`config.mk`:
```
export PLATFORM = sky130hd
export DESIGN_NAME = isx_exec
export DESIGN_NICKNAME = d
export VERILOG_FILES = /design/src/pkg/isx_pkg.sv /design/src/pkg/isx_phase_if.sv /design/src/logic/isx_exec.sv /design/src/logic/isx_phase.sv
export SDC_FILE = /design/constraint.sdc
export NUM_CORES = 1
export LEC_CHECK = 0
export BUFFER_PORTS_ARGS = -buffer_cell sky130_fd_sc_hd__clkbuf_2
export CAP_MARGIN = 20
export CORE_ASPECT_RATIO = 1.5
export CORE_MARGIN = 10
export CORE_UTILIZATION = 38
export CTS_CLUSTER_SIZE = 12
export DETAILED_ROUTE_END_ITERATION = 8
export SYNTH_ARGS = -nofsm -noshare
export SYNTH_HDL_FRONTEND = slang
export SYNTH_HIERARCHICAL = 1
export SYNTH_SLANG_ARGS = --single-unit
```
`constraint.sdc`:
```
create_clock -name core_clk -period 2 [get_ports core_clk]
set_clock_uncertainty 0.05 [all_clocks]
set_input_delay 0.1 -clock core_clk [delete_from_list [all_inputs] [get_ports core_clk]]
set_output_delay 0.1 -clock core_clk [all_outputs]
set_load 0.02 [all_outputs]
```
`src/pkg/isx_pkg.sv`:
```
// Opcode patterns, field positions and timing constants for the instruction executor.
package isx_pkg;

    // Instruction word and field layout.
    localparam int INSTR_W = 14;
    localparam int DATA_W = 8;
    localparam int FILE_W = 7;
    localparam int FILE_LSB = 0;
    localparam int LIT_LSB = 0;
    localparam int DEST_BIT = 7;
    localparam logic [FILE_W-1:0] FILE_ADDR_MAX = 7'h7f;

    // Destination select values.
    localparam logic DEST_ACC = 1'b0;
    localparam logic DEST_FILE = 1'b1;

    // Opcode match masks and values.
    localparam logic [INSTR_W-1:0] OPC_MASK_FULL = 14'h3f00;
    localparam logic [INSTR_W-1:0] OPC_MASK_LOAD = 14'h3c00;
    localparam logic [INSTR_W-1:0] OPC_INC_SKIP = 14'h0f00;
    localparam logic [INSTR_W-1:0] OPC_OR_ACC_FILE = 14'h0400;
    localparam logic [INSTR_W-1:0] OPC_OR_LIT = 14'h3800;
    localparam logic [INSTR_W-1:0] OPC_LOAD_LIT = 14'h3000;

    // Oscillator periods per instruction cycle.
    localparam int OSC_PER_CYCLE = 4;

    // Reset values.
    localparam logic [DATA_W-1:0] ACC_RESET = 8'h00;
    localparam logic ZERO_RESET = 1'b0;
    localparam logic [INSTR_W-1:0] IR_RESET = 14'h0000;

    typedef enum logic [2:0]
    {
        OP_NONE = 3'h0,
        OP_INC_SKIP = 3'h1,
        OP_OR_ACC_FILE = 3'h2,
        OP_OR_LIT = 3'h3,
        OP_LOAD_LIT = 3'h4
    } isx_op_t;

    // Quarter-cycle phases in Gray order.
    typedef enum logic [1:0]
    {
        PH_Q1 = 2'b00,
        PH_Q2 = 2'b01,
        PH_Q3 = 2'b11,
        PH_Q4 = 2'b10
    } isx_phase_t;

    function automatic isx_op_t isx_decode(input logic [INSTR_W-1:0] word);
        isx_op_t op;
        op = OP_NONE;
        if ((word & OPC_MASK_FULL) == OPC_INC_SKIP)
            op = OP_INC_SKIP;
        else if ((word & OPC_MASK_FULL) == OPC_OR_ACC_FILE)
            op = OP_OR_ACC_FILE;
        else if ((word & OPC_MASK_FULL) == OPC_OR_LIT)
            op = OP_OR_LIT;
        else if ((word & OPC_MASK_LOAD) == OPC_LOAD_LIT)
            op = OP_LOAD_LIT;
        return op;
    endfunction

endpackage

```
`src/pkg/isx_phase_if.sv`:
```
// Phase strobes passed from the cycle sequencer to the executor.
`timescale 1ns/100ps
interface isx_phase_if;
    logic q1_stb;
    logic q4_stb;
    isx_pkg::isx_phase_t phase;

    modport gen
    (
        output q1_stb,
        output q4_stb,
        output phase
    );

    modport use_side
    (
        input q1_stb,
        input q4_stb,
        input phase
    );
endinterface

```
`src/logic/isx_exec.sv`:
```
// Decode and execute of increment-skip, the two OR forms and literal load.
// Function
// [RULE1] Increment file, write destination, flags untouched.
// [RULE2] Zero increment result turns next slot idle.
// [RULE3] Destination bit 0 accumulator, 1 file.
// [RULE4] OR accumulator with file, update zero.
// [RULE5] OR literal into accumulator, update zero.
// [RULE6] Load literal into accumulator, flags untouched.
// [RULE7] Load opcode ignores its two don't-care bits.
// [RULE8] Zero flag set exactly when result zero.
// [RULE9] Instruction cycle is four oscillator periods.
// [RULE10] Seven-bit file field addresses 0 to 7f.
`timescale 1ns/100ps
module isx_exec
(
    input wire logic core_clk,
    input wire logic rst,
    input wire logic [isx_pkg::INSTR_W-1:0] instr_word,
    output logic fetch_stb,
    output logic [isx_pkg::FILE_W-1:0] file_addr,
    input wire logic [isx_pkg::DATA_W-1:0] file_rdata,
    output logic [isx_pkg::DATA_W-1:0] file_wdata,
    output logic file_we,
    output logic [isx_pkg::DATA_W-1:0] acc,
    output logic zero_flag,
    output logic idle_slot,
    output logic decode_hit
);
    import isx_pkg::*;

    isx_phase_if ph ();

    isx_phase u_phase
    (
        .core_clk(core_clk),
        .rst(rst),
        .ph(ph)
    );

    logic [INSTR_W-1:0] ir_r;
    logic [INSTR_W-1:0] ir_nxt;
    logic idle_r;
    logic idle_nxt;
    logic skip_r;
    logic skip_nxt;
    logic [DATA_W-1:0] acc_r;
    logic [DATA_W-1:0] acc_nxt;
    logic zero_r;
    logic zero_nxt;
    logic [FILE_W-1:0] addr_r;
    logic [FILE_W-1:0] addr_nxt;
    logic [DATA_W-1:0] wdata_r;
    logic [DATA_W-1:0] wdata_nxt;
    logic we_r;
    logic we_nxt;
    logic hit_r;
    logic hit_nxt;

    isx_op_t op;
    logic dest;
    logic [DATA_W-1:0] lit;
    logic [DATA_W-1:0] inc_sum;
    logic [DATA_W-1:0] or_file;
    logic [DATA_W-1:0] or_lit;

    // [RULE7] Decode masks don't-care bits.
    assign op = isx_decode(ir_r);
    assign dest = ir_r[DEST_BIT];
    assign lit = ir_r[LIT_LSB +: DATA_W];
    assign inc_sum = file_rdata + 8'h01;
    assign or_file = acc_r | file_rdata;
    assign or_lit = acc_r | lit;

    // Fetch group. The word is taken at the first phase; the file read then has three
    // phases to settle before the result is committed in the last phase.
    always_comb
    begin
        ir_nxt = ir_r;
        idle_nxt = idle_r;
        hit_nxt = hit_r;
        addr_nxt = addr_r;
        if (ph.q1_stb)
        begin
            ir_nxt = instr_word;
            // [RULE2] Prefetched word discarded.
            idle_nxt = skip_r;
            hit_nxt = (isx_decode(instr_word) != OP_NONE) && !skip_r;
            // [RULE10] Seven-bit file address.
            addr_nxt = instr_word[FILE_LSB +: FILE_W];
        end
    end

    always_ff @(posedge core_clk)
    begin
        if (rst)
        begin
            ir_r <= IR_RESET;
            idle_r <= 1'b0;
            hit_r <= 1'b0;
            addr_r <= '0;
        end
        else
        begin
            ir_r <= ir_nxt;
            idle_r <= idle_nxt;
            hit_r <= hit_nxt;
            addr_r <= addr_nxt;
        end
    end

    // Result group. Nothing commits in an idle slot, so a skipped increment can never
    // arm a second skip.
    always_comb
    begin
        acc_nxt = acc_r;
        zero_nxt = zero_r;
        skip_nxt = skip_r;
        if (ph.q1_stb)
        begin
            // The skip covers only the slot being fetched now.
            skip_nxt = 1'b0;
        end
        else if (ph.q4_stb && !idle_r)
        begin
            unique case (op)
                OP_INC_SKIP:
                begin
                    // [RULE1] Increment, no flag change.
                    // [RULE3] Destination select.
                    if (dest == DEST_ACC)
                    begin
                        acc_nxt = inc_sum;
                    end
                    // [RULE2] Zero result arms skip.
                    skip_nxt = (inc_sum == 8'h00);
                end
                OP_OR_ACC_FILE:
                begin
                    // [RULE4] OR with file register.
                    if (dest == DEST_ACC)
                    begin
                        acc_nxt = or_file;
                    end
                    // [RULE8] Zero from result.
                    zero_nxt = (or_file == 8'h00);
                end
                OP_OR_LIT:
                begin
                    // [RULE5] OR literal into accumulator.
                    acc_nxt = or_lit;
                    // [RULE8] Zero from result.
                    zero_nxt = (or_lit == 8'h00);
                end
                OP_LOAD_LIT:
                begin
                    // [RULE6] Literal load, no flags.
                    acc_nxt = lit;
                end
                OP_NONE:
                begin
                    acc_nxt = acc_r;
                end
            endcase
        end
    end

    always_ff @(posedge core_clk)
    begin
        if (rst)
        begin
            acc_r <= ACC_RESET;
            zero_r <= ZERO_RESET;
            skip_r <= 1'b0;
        end
        else
        begin
            acc_r <= acc_nxt;
            zero_r <= zero_nxt;
            skip_r <= skip_nxt;
        end
    end

    // Write group. The pulse follows the commit phase by one clock, while the file
    // address still holds the field of the instruction that produced the data.
    always_comb
    begin
        wdata_nxt = wdata_r;
        we_nxt = 1'b0;
        // [RULE3] Destination bit selects file.
        if (ph.q4_stb && !idle_r && dest == DEST_FILE)
        begin
            if (op == OP_INC_SKIP)
            begin
                wdata_nxt = inc_sum;
                we_nxt = 1'b1;
            end
            else if (op == OP_OR_ACC_FILE)
            begin
                wdata_nxt = or_file;
                we_nxt = 1'b1;
            end
        end
    end

    always_ff @(posedge core_clk)
    begin
        if (rst)
        begin
            wdata_r <= '0;
            we_r <= 1'b0;
        end
        else
        begin
            wdata_r <= wdata_nxt;
            we_r <= we_nxt;
        end
    end

    assign fetch_stb = ph.q1_stb;
    assign file_addr = addr_r;
    assign file_wdata = wdata_r;
    assign file_we = we_r;
    assign acc = acc_r;
    assign zero_flag = zero_r;
    assign idle_slot = idle_r;
    assign decode_hit = hit_r;
endmodule

```
`src/logic/isx_phase.sv`:
```
// Four-phase instruction cycle sequencer driven by the oscillator clock.
`timescale 1ns/100ps
module isx_phase
(
    input wire logic core_clk,
    input wire logic rst,
    isx_phase_if.gen ph
);
    import isx_pkg::*;

    isx_phase_t phase_r;
    isx_phase_t phase_nxt;

    // [RULE9] Four oscillator phases.
    always_comb
    begin
        unique case (phase_r)
            PH_Q1: phase_nxt = PH_Q2;
            PH_Q2: phase_nxt = PH_Q3;
            PH_Q3: phase_nxt = PH_Q4;
            PH_Q4: phase_nxt = PH_Q1;
        endcase
    end

    always_ff @(posedge core_clk)
    begin
        if (rst)
            phase_r <= PH_Q1;
        else
            phase_r <= phase_nxt;
    end

    assign ph.q1_stb = (phase_r == PH_Q1);
    assign ph.q4_stb = (phase_r == PH_Q4);
    assign ph.phase = phase_r;
endmodule

```
==> impl_metrics.tcl <==
set metrics [dict create \
    status "completed" \
    leakage_nw 1.059 \
    worst_setup_path_end_kind "flop" \
    ys_seq_area_share_pct 35.20 \
    rows 33 \
    netlist_instances 253 \
    dpl_cell_area_um2 2422 \
    antenna_found_initial 0 \
    ys_warn_count 6 \
    clk_latency_ns 0.29 \
    max_freq_ghz 0.5246 \
    grt_overflow 0 \
    nFillCells 575 \
    vdd_drop_max_mv 0.3602 \
    hold_viol 0 \
    cp.arrival_ns 2.08 \
    ys_ff_latch 37 \
    holdWs_ns 0.002476 \
    p_total_w 0.001619 \
    synth-edff-count 0 \
    syn_avg_cell_area_um2 8.318 \
    fin_crit_sh_pct 95.31 \
    rsz0062_at_grt "false" \
    yosysTopAreaCell "dfxtp_1" \
    h-tree-depth 2 \
    ys.flop_type "dfxtp_1" \
    grt_pass1_vias 2096 \
    final_area_um2 2599 \
    synth_most_common_cell "dfxtp_1" \
    avgViaCountPerCell 5.551 \
    grt_first_pass_wirelength_um 10510 \
    grt_max_degree 21 \
    drc 0 \
    r2r_slack_ns 0.09 \
    finalMaxSlewViolations 0 \
    die_y_um 111.1 \
    fin_crit_ns 1.906 \
    critPathMaxFanout 6 \
    async_flop_share_pct 0 \
    cts_buffers 5 \
    ant_nets 0 \
    die_x_um 80.76 \
    synth_area_leaders "dfxtp_1, mux2i_1, nor2_1, nand2_1, a21oi_1" \
    cp-start-kind "flop" \
    power_density_nw_per_um2 622.9 \
    tns_ns 0 \
    wl_per_cell_um 17.26 \
    grtUsageTotal_pct 14.57 \
    ios 52 \
    num_vias 2104 \
    maxCapViolCount 0 \
    clock-root-buffer "clkbuf_8" \
    crit_type "reg -> reg" \
    clockBufferDepth 2 \
    wl_um 6543 \
    synth_common_cells "dfxtp_1, nor2_1, nand2_1" \
    clock_sinks 37 \
    gp_congestion 0.9644 \
    timing.slew.headroom_pct 65.38 \
    cts.clk_slew.worst_paths_ns 0.07 \
    cts_tree "built" \
    start_util_pct 38.91 \
    drive_above_1_share_pct 28.80 \
    synthToLayoutAreaGrowth_pct 23.48 \
    dp_hpwl_um 5160 \
    synth_cell_types 50 \
    drtPass1Iterations 4 \
    die_area_um2 8976 \
    num_antenna_cells 0 \
    syn_area_um2 2105 \
    port-buffer-count 51 \
    nNetsFinal 334 \
    worstPathRequired_ns 2.18 \
    hold_class "in -> reg" \
    syn-num-nets 278 \
    worst_slew_pin_slew_ns 0.5145 \
    setup_viol 0 \
    post_cts_buffers 0 \
    first_iter_violations 169 \
    core_um2 5409 \
    netlist.area_leader.share_pct 35.20 \
]
sequential cells by signal (all words and copies together), names as in the netlist:
register and count:
ir_r 14, acc 8, file_wdata 8, u_phase/ph.phase 2, decode_hit 1, file_we 1
idle_slot 1, skip_r 1, zero_flag 1
worst paths after layout:
kind	startpoint	end	cells past startpoint
max	ir_r[8]$_SDFFE_PP0P_	file_wdata[0]$_SDFFE_PP0P_	5
min	instr_word[0]	ir_r[0]$_SDFFE_PP0P_	3
max reg2reg	ir_r[8]$_SDFFE_PP0P_	file_wdata[0]$_SDFFE_PP0P_	5
min reg2reg	file_wdata[2]$_SDFFE_PP0P_	file_wdata[2]$_SDFFE_PP0P_	2
routing by layer:
metal | global-route usage (%) | vias to the layer above | part of all wire (%)
met5 | 0 | - | 0
met3 | 3.247 | 17 | 5.1
met1 | 16.41 | 988 | 39
li1 | - | 1035 | -
met4 | 6.952 | 0 | 3.7
met2 | 24.68 | 64 | 52
final cells by class:
type	count	area, µm²	share of cell area, %
Clock buffer	7	86.33	3.322
Inverter	2	7.507	0.2889
Multi-Input combinational cell	193	1266	48.72
Sequential cell	37	740.7	28.50
Tap cell	70	87.58	3.370
Timing Repair Buffer	70	410.4	15.79
through the flow:
| step | std cells | setup WS [ns] | util (%) |
|---|---|---|---|
| after floorplan | 253 | 0.02795 | - |
| after global placement | 367 | 0.09467 | 44.78 |
| after detailed placement | 367 | 0.07514 | 44.78 |
| after CTS | 379 | 0.04820 | 47.31 |
| after global routing | 379 | 0.002996 | 48.05 |
| final | 379 | 0.09384 | 48.05 |
report_power, final:
part	leakage (nW)	internal (W)	switching [W]	total (W)
clock	0.0443	0.000274	0.000258	0.000532
sequential	0.301	0.000761	0.0000336	0.000795
combinational	0.713	0.000126	0.000166	0.000292
total	1.06	0.00116	0.000458	0.00162
cell usage in the layout (no fill, tap or decap), types with 4 or more instances in the layout:
master         netlist  final
a211o_1              5      5
mux2i_1             16     16
buf_4                8     14
dfxtp_1             37     37
nor4_1               8      7
clkbuf_2             0     51
nor3_1              10      9
a21oi_1             15     15
o21ai_0             11     11
or3_1                4      4
and3_1               7      7
clkbuf_8             0      6
a211oi_1             6      6
dlygate4sd3_1        0      5
nor2_1              29     28
nand3_1              7      7
nand2_1             25     25
worst max-delay path, stage by stage (launching register included):
cell and delay, ns:
dfxtp_1 0.35, or3_4 0.43, and2_4 0.19, or3_1 0.43
a211o_1 0.27, a21oi_2 0.12
cell families (layout without fill, tap and decap cells):
family | count (synthesis) | count (layout) | share of synthesized area (%)
compound gates | 62 | 62 | 20.69
xor+xnor | 5 | 5 | 2.081
fa+ha+maj | 1 | 1 | 0.5944
buf+inv | 23 | 79 | 6.659
flops | 37 | 37 | 35.20
mux | 17 | 17 | 8.145
simple gates | 108 | 108 | 26.63
repair_timing:
action	4_1_cts	5_1_grt
resized for setup	0	9
hold buffers	5	0
endpoints found under the setup margin	0	10
hold endpoints to repair	5	0
Note: power is estimated with default switching activity, not from simulation.
